<file path="src/sdl_pkg.sv">
// Package: constants and types for the servo latch and track-crossing link
package sdl_pkg;
  localparam int SDL_WORD_W = 8;
  localparam logic [7:0] SDL_WORD_ZERO = 8'h00;
  localparam logic SDL_MODE_SEEK = 1'h1;
  localparam logic SDL_MODE_FOLLOW = 1'h0;
  localparam logic SDL_DIR_UP = 1'h1;
  localparam int SDL_CLK_MHZ = 10;
  localparam int SDL_REF_MAX_KHZ = 4000;
  localparam int SDL_SETTLE_NS = 5000;
  localparam int SDL_SETTLE_REF_PERIODS = 32;
  localparam int SDL_SETTLE_CYC = (SDL_SETTLE_NS * SDL_CLK_MHZ + 999) / 1000;
  // Even divider keeps the reference square and at or under its ceiling
  localparam int SDL_REF_DIV =
    2 * ((SDL_CLK_MHZ * 1000 + 2 * SDL_REF_MAX_KHZ - 1) / (2 * SDL_REF_MAX_KHZ));
  localparam int SDL_REF_CYC = SDL_SETTLE_REF_PERIODS * SDL_REF_DIV;
  localparam int SDL_WAIT_CYC = SDL_SETTLE_CYC + SDL_REF_CYC;
  // Enable high time, long enough to pass the far end's pin filter
  localparam logic [15:0] SDL_LATCH_CYC = 16'h3;
  localparam logic [1:0] SDL_SEL_N = 2'h0;
  localparam logic [1:0] SDL_SEL_NB = 2'h1;
  localparam logic [1:0] SDL_SEL_Q = 2'h2;
  localparam logic [1:0] SDL_SEL_QB = 2'h3;
  localparam logic [3:0] SDL_ADDR_CMD = 4'h0;
  localparam logic [3:0] SDL_ADDR_STAT = 4'h4;
  localparam int SDL_CMD_DIR_BIT = 8;
  localparam int SDL_CMD_MODE_BIT = 9;
  localparam logic [1:0] SDL_RESP_OK = 2'h0;
  localparam logic [1:0] SDL_RESP_ERR = 2'h2;
  typedef enum logic [2:0] {
    SDL_IDLE = 3'b001,
    SDL_OPEN = 3'b010,
    SDL_WAIT = 3'b100
  } sdl_state_t;
endpackage

</file>
<file path="src/sdl_link_if.sv">
// Interface: pins between the servo device and its controller
`timescale 1ns/100ps
`default_nettype none
interface sdl_link_if;
  logic [7:0] word;
  logic latch_en;
  logic dir_up;
  logic seek;
  logic ref_clk;
  logic sign_n;
  logic sign_q;
  logic sign_nq;
  logic sign_nbq;
  logic track_fine;
  logic track_middle;
  logic track_upper;
  modport device (input word, latch_en, dir_up, seek, ref_clk, sign_n, sign_q, sign_nq,
    sign_nbq, output track_fine, track_middle, track_upper);
  modport ctrl (output word, latch_en, dir_up, seek, ref_clk, input track_fine,
    track_middle, track_upper);
endinterface
`default_nettype wire

</file>
<file path="src/sdl_ctrl.sv">
// Controller end: AXI4-Lite command registers driving the servo pins
//
// Decided for this implementation: the register addresses and register access over AXI4-Lite.
`timescale 1ns/100ps
`default_nettype none
module sdl_ctrl
  import sdl_pkg::*;
#(
  parameter int WAIT_CYC = SDL_WAIT_CYC
) (
  input wire logic I_CLK,
  input wire logic I_RESET,
  sdl_link_if.ctrl LINK,
  input wire logic [3:0] I_AWADDR,
  input wire logic I_AWVALID,
  output logic O_AWREADY,
  input wire logic [31:0] I_WDATA,
  input wire logic [3:0] I_WSTRB,
  input wire logic I_WVALID,
  output logic O_WREADY,
  output logic [1:0] O_BRESP,
  output logic O_BVALID,
  input wire logic I_BREADY,
  input wire logic [3:0] I_ARADDR,
  input wire logic I_ARVALID,
  output logic O_ARREADY,
  output logic [31:0] O_RDATA,
  output logic [1:0] O_RRESP,
  output logic O_RVALID,
  input wire logic I_RREADY
);
  if (WAIT_CYC < 1 || WAIT_CYC > 65535) begin : g_bad_wait
    $error("WAIT_CYC out of range");
  end

  sdl_state_t st_q;
  logic [15:0] cnt_q;
  logic [7:0] word_q;
  logic dir_q, seek_q, ref_q, ready_q;
  logic [1:0] div_q;
  logic aw_q, w_q;
  logic [3:0] awaddr_q;
  logic [31:0] wdata_q;
  logic [3:0] wstrb_q;
  logic [2:0] tr_s1, tr_s2, tr_s3, tr_q;
  logic do_wr;
  logic open_d;

  ////////////////////////////////////////////////////////////////
  // Write channel: address and data taken in either order
  assign do_wr = aw_q && w_q && !O_BVALID;

  always_ff @(posedge I_CLK) begin
    if (I_RESET) begin
      aw_q <= 1'b0;
      w_q <= 1'b0;
      awaddr_q <= SDL_ADDR_CMD;
      wdata_q <= 32'h0;
      wstrb_q <= 4'h0;
      O_AWREADY <= 1'b0;
      O_WREADY <= 1'b0;
      O_BVALID <= 1'b0;
      O_BRESP <= SDL_RESP_OK;
    end else begin
      O_AWREADY <= !aw_q && !O_AWREADY && !(I_AWVALID && O_AWREADY);
      O_WREADY <= !w_q && !O_WREADY && !(I_WVALID && O_WREADY);
      if (I_AWVALID && O_AWREADY) begin
        aw_q <= 1'b1;
        awaddr_q <= I_AWADDR;
        O_AWREADY <= 1'b0;
      end
      if (I_WVALID && O_WREADY) begin
        w_q <= 1'b1;
        wdata_q <= I_WDATA;
        wstrb_q <= I_WSTRB;
        O_WREADY <= 1'b0;
      end
      if (do_wr) begin
        aw_q <= 1'b0;
        w_q <= 1'b0;
        O_BVALID <= 1'b1;
        O_BRESP <= (awaddr_q == SDL_ADDR_CMD) ? SDL_RESP_OK : SDL_RESP_ERR;
      end else if (O_BVALID && I_BREADY) begin
        O_BVALID <= 1'b0;
      end
    end
  end

  // Command register: word, direction, mode
  always_ff @(posedge I_CLK) begin
    if (I_RESET) begin
      word_q <= SDL_WORD_ZERO;
      dir_q <= SDL_DIR_UP;
      seek_q <= SDL_MODE_SEEK;
    end else if (do_wr && awaddr_q == SDL_ADDR_CMD) begin
      if (wstrb_q[0]) word_q <= wdata_q[7:0];
      if (wstrb_q[1]) begin
        dir_q <= wdata_q[SDL_CMD_DIR_BIT];
        seek_q <= wdata_q[SDL_CMD_MODE_BIT];
      end
    end
  end

  ////////////////////////////////////////////////////////////////
  // Latch sequencing and settling wait
  // Word reaches the pins one cycle before the enable opens
  assign open_d = (st_q == SDL_OPEN) && (cnt_q <= SDL_LATCH_CYC);

  always_ff @(posedge I_CLK) begin
    if (I_RESET) begin
      st_q <= SDL_IDLE;
      cnt_q <= 16'h0;
      ready_q <= 1'b0;
    end else begin
      case (st_q)
        SDL_IDLE: begin
          if (do_wr && awaddr_q == SDL_ADDR_CMD && wstrb_q[0]) begin
            st_q <= SDL_OPEN;
            cnt_q <= SDL_LATCH_CYC + 16'h1;
            ready_q <= 1'b0;
          end
        end
        SDL_OPEN: begin
          if (cnt_q == 16'h1) begin
            st_q <= SDL_WAIT;
            cnt_q <= WAIT_CYC[15:0];
          end else begin
            cnt_q <= cnt_q - 16'h1;
          end
        end
        SDL_WAIT: begin
          if (cnt_q == 16'h1) begin
            st_q <= SDL_IDLE;
            ready_q <= 1'b1;
          end
          cnt_q <= cnt_q - 16'h1;
        end
        default: st_q <= SDL_IDLE;
      endcase
    end
  end

  // Reference clock divider, runs from reset on
  always_ff @(posedge I_CLK) begin
    if (I_RESET) begin
      div_q <= 2'h0;
      ref_q <= 1'b0;
    end else if (div_q == 2'(SDL_REF_DIV / 2 - 1)) begin
      div_q <= 2'h0;
      ref_q <= !ref_q;
    end else begin
      div_q <= div_q + 2'h1;
    end
  end

  always_ff @(posedge I_CLK) begin
    if (I_RESET) begin
      LINK.word <= SDL_WORD_ZERO;
      LINK.latch_en <= 1'b0;
      LINK.dir_up <= SDL_DIR_UP;
      LINK.seek <= SDL_MODE_SEEK;
      LINK.ref_clk <= 1'b0;
    end else begin
      if (!open_d) LINK.word <= word_q;
      LINK.latch_en <= open_d;
      LINK.dir_up <= dir_q;
      LINK.seek <= seek_q;
      LINK.ref_clk <= ref_q;
    end
  end

  ////////////////////////////////////////////////////////////////
  // Track pins in, read channel
  always_ff @(posedge I_CLK) begin
    tr_s1 <= {LINK.track_upper, LINK.track_middle, LINK.track_fine};
    tr_s2 <= tr_s1;
    tr_s3 <= tr_s2;
  end

  always_ff @(posedge I_CLK) begin
    if (I_RESET) begin
      tr_q <= 3'h0;
    end else begin
      for (int i = 0; i < 3; i++) begin
        if (tr_s2[i] == tr_s3[i]) tr_q[i] <= tr_s3[i];
      end
    end
  end

  always_ff @(posedge I_CLK) begin
    if (I_RESET) begin
      O_ARREADY <= 1'b0;
      O_RVALID <= 1'b0;
      O_RDATA <= 32'h0;
      O_RRESP <= SDL_RESP_OK;
    end else begin
      O_ARREADY <= !O_RVALID && !O_ARREADY;
      if (I_ARVALID && O_ARREADY) begin
        O_ARREADY <= 1'b0;
        O_RVALID <= 1'b1;
        O_RRESP <= SDL_RESP_OK;
        O_RDATA <= 32'h0;
        if (I_ARADDR == SDL_ADDR_CMD) begin
          O_RDATA <= {22'h0, seek_q, dir_q, word_q};
        end else if (I_ARADDR == SDL_ADDR_STAT) begin
          O_RDATA <= {27'h0, ready_q, st_q == SDL_IDLE, tr_q[2], tr_q[1], tr_q[0]};
        end else begin
          O_RRESP <= SDL_RESP_ERR;
        end
      end else if (O_RVALID && I_RREADY) begin
        O_RVALID <= 1'b0;
      end
    end
  end
endmodule
`default_nettype wire

</file>
<file path="src/flat_wrapper.sv">
// flat-port wrapper written by rule: the top's interface ports become plain ports
module sdl_ctrl_flat import sdl_pkg::*;
#(
  parameter int WAIT_CYC = SDL_WAIT_CYC
)
  (I_CLK, I_RESET, I_AWADDR, I_AWVALID, O_AWREADY, I_WDATA, I_WSTRB, I_WVALID, O_WREADY, O_BRESP, O_BVALID, I_BREADY, I_ARADDR, I_ARVALID, O_ARREADY, O_RDATA, O_RRESP, O_RVALID, I_RREADY, LINK_word, LINK_latch_en, LINK_dir_up, LINK_seek, LINK_ref_clk, LINK_track_fine, LINK_track_middle, LINK_track_upper);
  sdl_link_if LINK_i ();
  input wire logic I_CLK;
  input wire logic I_RESET;
  input wire logic [3:0] I_AWADDR;
  input wire logic I_AWVALID;
  output logic O_AWREADY;
  input wire logic [31:0] I_WDATA;
  input wire logic [3:0] I_WSTRB;
  input wire logic I_WVALID;
  output logic O_WREADY;
  output logic [1:0] O_BRESP;
  output logic O_BVALID;
  input wire logic I_BREADY;
  input wire logic [3:0] I_ARADDR;
  input wire logic I_ARVALID;
  output logic O_ARREADY;
  output logic [31:0] O_RDATA;
  output logic [1:0] O_RRESP;
  output logic O_RVALID;
  input wire logic I_RREADY;
  output wire logic [$bits(LINK_i.word)-1:0] LINK_word;
  output wire logic [$bits(LINK_i.latch_en)-1:0] LINK_latch_en;
  output wire logic [$bits(LINK_i.dir_up)-1:0] LINK_dir_up;
  output wire logic [$bits(LINK_i.seek)-1:0] LINK_seek;
  output wire logic [$bits(LINK_i.ref_clk)-1:0] LINK_ref_clk;
  input wire logic [$bits(LINK_i.track_fine)-1:0] LINK_track_fine;
  input wire logic [$bits(LINK_i.track_middle)-1:0] LINK_track_middle;
  input wire logic [$bits(LINK_i.track_upper)-1:0] LINK_track_upper;
  assign LINK_word = LINK_i.word;
  assign LINK_latch_en = LINK_i.latch_en;
  assign LINK_dir_up = LINK_i.dir_up;
  assign LINK_seek = LINK_i.seek;
  assign LINK_ref_clk = LINK_i.ref_clk;
  assign LINK_i.track_fine = LINK_track_fine;
  assign LINK_i.track_middle = LINK_track_middle;
  assign LINK_i.track_upper = LINK_track_upper;
  sdl_ctrl #(.WAIT_CYC(WAIT_CYC)) u_core (.I_CLK(I_CLK), .I_RESET(I_RESET), .LINK(LINK_i), .I_AWADDR(I_AWADDR), .I_AWVALID(I_AWVALID), .O_AWREADY(O_AWREADY), .I_WDATA(I_WDATA), .I_WSTRB(I_WSTRB), .I_WVALID(I_WVALID), .O_WREADY(O_WREADY), .O_BRESP(O_BRESP), .O_BVALID(O_BVALID), .I_BREADY(I_BREADY), .I_ARADDR(I_ARADDR), .I_ARVALID(I_ARVALID), .O_ARREADY(O_ARREADY), .O_RDATA(O_RDATA), .O_RRESP(O_RRESP), .O_RVALID(O_RVALID), .I_RREADY(I_RREADY));
endmodule
</file>
<file path="config.mk">
export PLATFORM = sky130hd
export DESIGN_NAME = sdl_ctrl_flat
export DESIGN_NICKNAME = d
export VERILOG_FILES = /design/src/sdl_pkg.sv /design/src/sdl_link_if.sv /design/src/sdl_ctrl.sv /design/src/flat_wrapper.sv
export SDC_FILE = /design/constraint.sdc
export NUM_CORES = 1
export LEC_CHECK = 0
export ABC_AREA = 1
export BUFFER_PORTS_ARGS = -buffer_cell sky130_fd_sc_hd__buf_4
export CAP_MARGIN = 20
export CORE_ASPECT_RATIO = 0.6
export CORE_UTILIZATION = 30
export DETAILED_ROUTE_END_ITERATION = 8
export SLEW_MARGIN = 40
export SYNTH_ARGS = -nofsm -noshare
export SYNTH_HDL_FRONTEND = slang
export SYNTH_SLANG_ARGS = --single-unit
</file>
<file path="constraint.sdc">
create_clock -name I_CLK -period 1.6 [get_ports I_CLK]
set_input_delay 0.24 -clock I_CLK [delete_from_list [all_inputs] [get_ports I_CLK]]
set_output_delay 0.24 -clock I_CLK [all_outputs]
set_load 0.02 [all_outputs]
</file>
After elaboration in Yosys (flattened, before gate mapping)
Cells that the tools add are included.

Add/subtract/negate cells: 2. Order comparisons: 1. Eq/ne operators: 12. Muxes and demuxes: 19. Reductions and logical operators: 41.

Operator list (number): $pmux 16 s3 (1); $mux 16 (2); $mux 32 (1); $eq 16x1->1 const B (1); $le 16x2->1 const B (1); $sub 16x1->16 const B (1); $logic_and 1x1->1 (15); $logic_not 1->1 (10); $reduce_or 2->1 (5); $mux 3 (3); $pmux 3 s3 (1); $logic_not 4->1 (2); $mux 1 (6); $mux 2 (3); $reduce_and 2->1 (3); $reduce_and 3->1 (2); $reduce_bool 2->1 (3); $mux 5 (1); $eq 4x3->1 const B (1); $ne 2x1->1 const B (2); $eq 1x1->1 (3); $eq 3x1->1 const B (1); $eq 3x2->1 const B (1); $eq 3x3->1 const B (1); other kinds (5) (5).

Register bits: 116. Input bits: 54. Output and inout port bits: 53. Word-level logic and storage cells: 107.

Logic depth before layout (Yosys ltp)
Gate-level depths: netlist of the first run.

Word-level depth: 6. Mapped depth: 10. Gate-level depth less buffers: 10.

Worst setup path before layout of the first run
No wires, ideal clock.

Path kind: register to register. Start: reg u_core.O_BVALID. End: reg u_core.cnt_q[11]. Library setup time: 123 ps. Arrival: 1244 ps. Data required time: 1477 ps. Slack: 232 ps. Cell stages (with the launch flop): 7. Path buffers: 0. Clock period less this slack: 1368 ps. Cells stage by stage: dfxtp_1 nor2_4 nand4_4 nand2_2 nand2_2 o21ai_4 nor2_1.

Word-level cells in the longest chain between the ends: 6.

Ends and longest elaborated chain: start, declared (line sdl_ctrl.sv:22) `output logic O_BVALID,`; start signal, assigned (line sdl_ctrl.sv:62) `O_BVALID <= 1'b0;`; start signal, assigned (line sdl_ctrl.sv:81) `O_BVALID <= 1'b1;`; start signal, assigned (line sdl_ctrl.sv:84) `O_BVALID <= 1'b0;`; $logic_not 1->1 (line sdl_ctrl.sv:51) `assign do_wr = aw_q && w_q && !O_BVALID;`; $logic_and 1x1->1 (line sdl_ctrl.sv:51); $logic_and 1x1->1 (2 in series) (line sdl_ctrl.sv:117) `if (do_wr && awaddr_q == SDL_ADDR_CMD && wstrb_q[0]) begin`; $ne 2x1->1 (no line); $reduce_and 2->1 (no line); end signal, assigned (line sdl_ctrl.sv:119) `cnt_q <= SDL_LATCH_CYC + 16'h1;`; end signal, assigned (line sdl_ctrl.sv:126) `cnt_q <= WAIT_CYC[15:0];`; end signal, assigned (line sdl_ctrl.sv:128) `cnt_q <= cnt_q - 16'h1;`; end, declared (line sdl_ctrl.sv:37) `logic [15:0] cnt_q;`.

Every way passes these cells. A chain may end at the register's enable or synchronous reset.

Worst setup path in the final report of the first run
Start: reg u_core.st_q[1]. End: reg u_core.cnt_q[4].

Word-level cells in the longest chain between the ends: 3. Elaborated cells between the ends (all ways): 7. Classes of those cells: eq/ne: 4; mux: 1; reduce/logical: 2.

Ends and longest elaborated chain: start, declared (line sdl_ctrl.sv:36) `sdl_state_t st_q;`; start signal, assigned (line sdl_ctrl.sv:111) `st_q <= SDL_IDLE;`; start signal, assigned (line sdl_ctrl.sv:118) `st_q <= SDL_OPEN;`; start signal, assigned (line sdl_ctrl.sv:125) `st_q <= SDL_WAIT;`; $eq 3x1->1 (tied with other cells) (line sdl_ctrl.sv:115) `case (st_q)`; $ne 2x1->1 (no line) / $reduce_bool 3->1 (equally long branches); $reduce_and 2->1 (no line).

Parallel ways exist; a longest one is shown, timed or not.

==> results.md, run 1 <==
- Sequential area share after synthesis: 0.489
- Critical path required time: approximately 1800 ps
- Max cap viols: 0
- Crit path cell chain: nand3b_4, nand2_2, buf_4, nor2_2, a21oi_4, buf_12, o21ai_0, a21oi_1
- TritonRoute pass-1 iters: 4
- Ratio of cells with drive above 1 in the final layout: 0.231
- Die area: around 0.013 sq mm
- Core Util, Final: 0.402
- Area after DPL: roughly 0.0045 sq mm
- Pint: about 4300 uW
- Fin area: roughly 0.005 sq mm
- Vias per inst: 4.35
- Row count: 31
- Final Max Tran Viols: 0
- Leakage: about 0.0022 uW
- Min Tclk post-route: 1500 ps
- Post-synthesis register bit count: between 90 and 100
- TritonCTS clock tree: built
- Synth Flop Type: dfxtp_1
- Initial DRC Count: roughly 250
- Drt wl/cell: approximately 12 um
- Fillers: ~1200
- Worst Setup End Kind: flip-flop
- Initial antenna violation count: 0
- Flop pwr share: 0.411
- Top cells by area, synth: dfxtp_1, nor2_1, nand2_1, o21ai_0, a21oi_1
- CTS H-tree lvls: 3
- GP Congestion: roughly 0.84
- Sw frac: 0.316
- # diodes: 0
- Slowest cell on the critical path: dfxtp_1
- Setup ws final: 97.3 ps
- Clock Latency Late Sink: between 300 and 400 ps
- Final Hold Viols: 0
- First-pass GRT wire length: around 14 mm
- Vias in the first global route: a little under 3000
- Final ANT Viol Nets: 0
- Crit path largest cell delay: around 420 ps
- Synth Cell Area: approximately 0.0038 sq mm
- Clock sinks: ~90
- Area Growth Syn to Fin: 29.4%
- Final HPWL DP: approximately 6.6 mm
- FF-to-FF setup slack: between 90 and 100 ps
- I/O Buffers: a little under 60
- Effective utilization at floorplan: 0.310
- Yosys top cell by area: dfxtp_1
- Combinational power share: 0.257
- Net switching power figure: about 2000 uW
- Overflow left after global routing: 0
- Via count: ~3200
- Max Root-Sink Buffers: 2
- Post-synth EDFFs: 0
- Clock Skew: a little over 8 ps
- Status: finished, final reports clean
- FFs w/ async S/R, synth: 0
- Most common cell in the netlist: dfxtp_1
- Worst-path fanout max: 17
- Clock group share of total power: 0.333
- Pwr Density: approximately 1300 mW/mm^2
- Top cell type's share of synthesized area: 0.489
- Largest net degree at the start of global routing: 30
- Hold Path Class: primary input to flip-flop
- Type of origin of the critical path: flip-flop
- Area of the core: ~0.012 sq mm
- Maximum vdd drop: ~0.00058 V
- Final setup fails: 0
- Fin nets: between 600 and 700
- Clock root buffer: clkbuf_16
- Placed Instances: between 700 and 800
- Gr usage total: 0.143
- Avg Cell Area, Syn: between 7 and 8 sq um
- Clock Pin Slew Worst Setup and Hold Paths: 70 ps
- Max Freq: roughly 670 MHz
- Die W: roughly 150 um
- Synth unique cells: 34
- Cts bufs inserted: 9
- Die height: between 80 and 90 um
- Syn. warnings: 0
- Post-Synthesis Cells: between 400 and 500
- Crit path kind: flip-flop to flip-flop
- Final wirelength: 8.70 mm
- Worst slack at placement: 54.9 ps
- Remaining DRCs: 0
- Non-Filler Instances: roughly 750
- Crit share post-route: 0.939
- WP data arrival: ~1700 ps
- Io pins: about 110
- Most frequent cells after synthesis: dfxtp_1, nor2_1, nand2_1
==> routing by layer <==
layer	part of all wire	vias up	GRT usage
met4	0.0044	0	0.0540
met3	0.050	2	0.0474
met5	0	-	0
met2	0.42	62	0.207
li1	-	1704	-
met1	0.53	1477	0.198
==> cell type report <==
class	count	area, sq um	share of cell area
multi-input cells	331	1620	0.333
flip-flops and latches	92	1850	0.378
well taps	165	206	0.0423
repair buffers	90	708	0.145
inverters	52	195	0.0400
clock inverters	7	73.8	0.0151
clock buffers	9	225	0.0462
==> worst paths after layout <==
| check | startpoint | to | cells past startpoint |
|---|---|---|---|
| worst min register to register | u_core.tr_s1[1] | u_core.tr_s2[1] | 0 |
| worst max register to register | u_core.st_q[1] | u_core.cnt_q[4] | 8 |
| worst min-delay path | I_RREADY | u_core.O_RVALID | 4 |
| worst max-delay path | u_core.st_q[1] | u_core.cnt_q[4] | 8 |
==> per-stage QoR <==
step	power (uW)	setup TNS, ps	hold slack, ps
floorplan	3670	0	268
global placement	4090	0	310
detailed placement	4140	0	312
CTS	6280	0	137
global route	6750	-127	150
finish	6310	0	154
==> power groups by stage <==
| stage | Sequential [uW] | Combinational, uW | Clock (uW) |
|---|---|---|---|
| after floorplan | 2630 | 1040 | 0 |
| after global placement | 2620 | 1460 | 0 |
| after detailed placement | 2630 | 1510 | 0 |
| after CTS | 2580 | 1530 | 2170 |
| after global routing | 2610 | 1830 | 2300 |
| final | 2590 | 1620 | 2100 |
==> placed cells by master, fill, tap and decap left out, types with 2 or more instances in the layout <==
master,synthesis,routed
a21oi_1,37,37
a32oi_1,5,5
buf_12,0,2
buf_4,24,85
clkbuf_16,0,9
clkinv_2,0,2
conb_1,1,24
dfxtp_1,92,89
dfxtp_2,0,3
dlygate4sd3_1,0,3
ha_1,3,2
inv_1,48,48
inv_2,3,3
inv_6,0,2
nand2_1,78,74
nand2_2,2,6
nand3_1,14,13
nand4_1,4,4
nor2_1,84,78
nor2_2,2,7
nor2_4,1,2
nor3_1,9,8
o211ai_1,2,2
o21ai_0,51,51
or2_2,2,2
xnor2_1,2,2
xor2_1,3,3
==> critical path, delay by kind of cell (launching register included) <==
family	cells	cell delay, ps
compound gates	3	280
flops	1	420
buf+inv	2	280
simple gates	3	400
==> cells by family after synthesis <==
family | after synthesis | share of synthesized area
flip-flops | 92 | 0.489
AND/OR/NAND/NOR | 200 | 0.229
buffers and inverters | 89 | 0.115
XOR/XNOR | 5 | 0.0116
adder cells (fa/ha/maj) | 3 | 0.00996
AO/OA/AOI/OAI | 99 | 0.145
other | 1 | 0.000995
==> state kept, by name, indices dropped and copies added, names as in the netlist, 4 cells and up <==
| name | count |
|---|---|
| u_core.wdata_q | 10 |
| u_core.LINK.word | 8 |
| u_core.cnt_q | 16 |
| u_core.word_q | 8 |
| u_core.O_RDATA | 10 |
| u_core.awaddr_q | 4 |
==> timing repair <==
| item | 4_1_cts | 5_1_grt |
|---|---|---|
| hold endpoints to repair | 3 | 0 |
| hold buffers | 3 | 0 |
| setup endpoints to repair | 0 | 16 |
| setup buffers | 0 | 5 |
| resized for setup | 0 | 17 |
Power figures use the tool's default switching activity.
==> inputs of run 2 (changes only) <==
- ABC_AREA: 1 -> default
- CORE_MARGIN: default -> 3
==> run 2 against run 1 <==
  * The flow now finishes with violations (setup timing)
  * Maximum frequency down 8.0%
  * Cell count down 4.6%
  * Critical path depth down 3
  * Flip-flop and latch count unchanged
  * Via count up 5.2%
  * Non-clock buffer count up 34
  * Final area up 8.8%
  * Critical path type unchanged
  * Largest cell class is now multi-input gates
  * Largest power group unchanged
==> results.md, run 2 <==
- Status: finished, violations left
- Failing checks: setup timing
- Fin nets: between 500 and 600
- Leakage: between 0.002 and 0.0025 uW
- Max cap viols: 0
- Setup TNS: -171 ps
- Worst Setup End Kind: flip-flop
- Clock Pin Slew Worst Setup and Hold Paths: around 60 ps
- Setup ws final: -33.4 ps
- Grt peak-use layer: met1
- Post-synthesis register bit count: just over 90
- Final setup fails: 10
- Flop pwr share: 0.475
- Worst-path fanout max: 5
- Min Tclk post-route: ~1600 ps
- Sequential area share after synthesis: 0.487
- Grt met2 use: 0.202
- Die W: between 150 and 200 um
- Max reg flops: 16
- Hold Path Class: primary input to flip-flop
- Clock group share of total power: 0.445
- # diodes: 0
- Ratio of cells with drive above 1 in the final layout: 0.338
- Synth Cell Area: around 0.0038 sq mm
- Sw frac: 0.231
- Footprint of the multi-input gates: about 0.0019 sq mm
- Max Freq: slightly above 600 MHz
- Routing usage on met1: 0.218
- Clock root buffer: clkbuf_16
- Die area: about 0.014 sq mm
- CTS H-tree lvls: 3
- Post-synth EDFFs: 0
- Largest net degree at the start of global routing: 36
- Top cells by area, synth: dfxtp_1, a21oi_1, nand2_1, buf_4, nand3_1
- Most frequent cells in the layout: buf_4, dfxtp_1, nand2_1
- Final wirelength: between 10 and 15 mm
- Remaining DRCs: 0
- Tot Pwr: 5050 uW
- Drt wl/cell: roughly 14 um
- FFs w/ async S/R, synth: 0
- Clock Latency Late Sink: between 300 and 400 ps
- Area of the core: 0.0122 sq mm
- Pwr Density: 951 mW/mm^2
- Die height: just over 90 um
- Vias per inst: roughly 4.8
- TritonCTS clock tree: built
- Fin area: 0.00531 sq mm
- Post-Synthesis Cells: about 430
- Vias in the first global route: 3228
- Synth unique cells: 52
- Clock Skew: a little under 6 ps
- Combinational power share: 0.080
- Overflow left after global routing: 0
- Maximum vdd drop: approximately 0.00038 V
- Row count: 31
- Most common cell in the netlist: dfxtp_1
- Final HPWL DP: 7.32 mm
- Effective utilization at floorplan: 0.311
- Tightest Pin Transition: between 500 and 600 ps
- Type of origin of the critical path: flip-flop
- Initial antenna violation count: 0
- Unrepaired setup endpoints after global routing: true
- Core Util, Final: 0.436
- Clock sinks: about 90
- Initial DRC Count: between 200 and 250
- Most common cell after layout, fill and taps aside: buf_4
- Cts bufs inserted: 9
- GP Congestion: roughly 0.84
- Via count: around 3400
- Register cell area after layout: ~0.0019 sq mm
- Max Root-Sink Buffers: 2
- Final Max Tran Viols: 0
- Net switching power figure: about 1200 uW
- Crit path kind: flip-flop to flip-flop
- First-pass GRT wire length: 16.1 mm
- Critical path required time: around 1900 ps
- Fillers: 1187
- Avg Cell Area, Syn: slightly below 9 sq um
- Global routing usage on met3: 0.0455
- Final ANT Viol Nets: 0
- Crit share post-route: 1.02
- Biggest register: u_core.cnt_q
- WP data arrival: about 1900 ps
- Top Registers: u_core.cnt_q x16, u_core.O_RDATA x10, u_core.wdata_q x10
- Yosys top cell by area: dfxtp_1
- Most frequent cells after synthesis: dfxtp_1, nand2_1, a21oi_1
- Top cell type's share of synthesized area: 0.487
- I/O Buffers: 58
- Gr usage total: 0.146
- Worst slack at placement: -240 ps
- Worst slew margin: 0.639
- Final Hold Viols: 0
- Area after DPL: roughly 0.0047 sq mm
- Syn. warnings: 0
- Synth Flop Type: dfxtp_1
- Pint: slightly below 4000 uW
- TritonRoute pass-1 iters: 4
- Io pins: between 100 and 150
- Area Growth Syn to Fin: 40.2%
## run 2: changes by cell type in the layout (fill, tap and decap cells not counted), moves of 11 or more
cell / change
nor2_1: -61
inv_1: -40
o21ai_0: -40
buf_4: +27
a21oi_1: +12
nand2_1: -11
## run 2: final cells by class
class	instances	share of cell area
multi-input combinational	307	0.356
sequential	92	0.350
inverter	8	0.00566
clock inverter	4	0.0104
timing repair buffer	124	0.188
tap	165	0.0389
clock buffer	12	0.0502
## run 2: worst max-delay path: stages (launching register included)
cell and delay [ps]:
dfxtp_2 330, nor4_4 250, buf_4 180, a32oi_4 140, or4_1 520, a21oi_2 140
## run 2: layer usage
layer	vias up	wire length, um
met4	0	121
met1	1588	5200
li1	1696	-
met5	-	0
met2	114	4180
met3	16	631
## run 2: path summary, 6_finish.rpt
| check | start | end | slack, ps | cells after the start |
|---|---|---|---|---|
| hold / removal | I_WSTRB[1] | u_core.wstrb_q[1] | 140 | 3 |
| hold reg to reg | u_core.tr_s1[0] | u_core.tr_s2[0] | 330 | 0 |
| setup / recovery | u_core.awaddr_q[0] | u_core.cnt_q[11] | -30 | 5 |
| setup reg to reg | u_core.awaddr_q[0] | u_core.cnt_q[11] | -30 | 5 |
## run 2: power groups by stage
stage,Sequential [uW],Combinational (uW),Clock [uW]
2_1_floorplan,2460,235,0
3_3_place_gp,2450,351,0
3_5_place_dp,2450,358,0
4_1_cts,2400,386,2290
5_1_grt,2400,443,2390
6_report,2400,404,2240
## run 2: repair_timing
item | CTS | global route
pin swaps | 9 | 15
gates resized for setup | 32 | 21
hold buffers | 3 | 0
buffers inserted | 7 | 2
endpoints found under the setup margin | 24 | 28
hold endpoints to repair | 3 | 0
cloned | 1 | 0
## run 2: logic make-up after synthesis
family	synth area share
AND/OR/NAND/NOR	0.240
AO/OA/AOI/OAI	0.145
flip-flops	0.487
buffers and inverters	0.0843
multiplexers	0.0188
XOR/XNOR	0.0139
adder cells (fa/ha/maj)	0.00992
other	0.000991
## run 2: per-stage QoR
stage,hold slack (ps),cells
2_1_floorplan,268,455
3_3_place_gp,314,684
3_5_place_dp,314,684
4_1_cts,137,711
5_1_grt,137,712
6_report,144,712
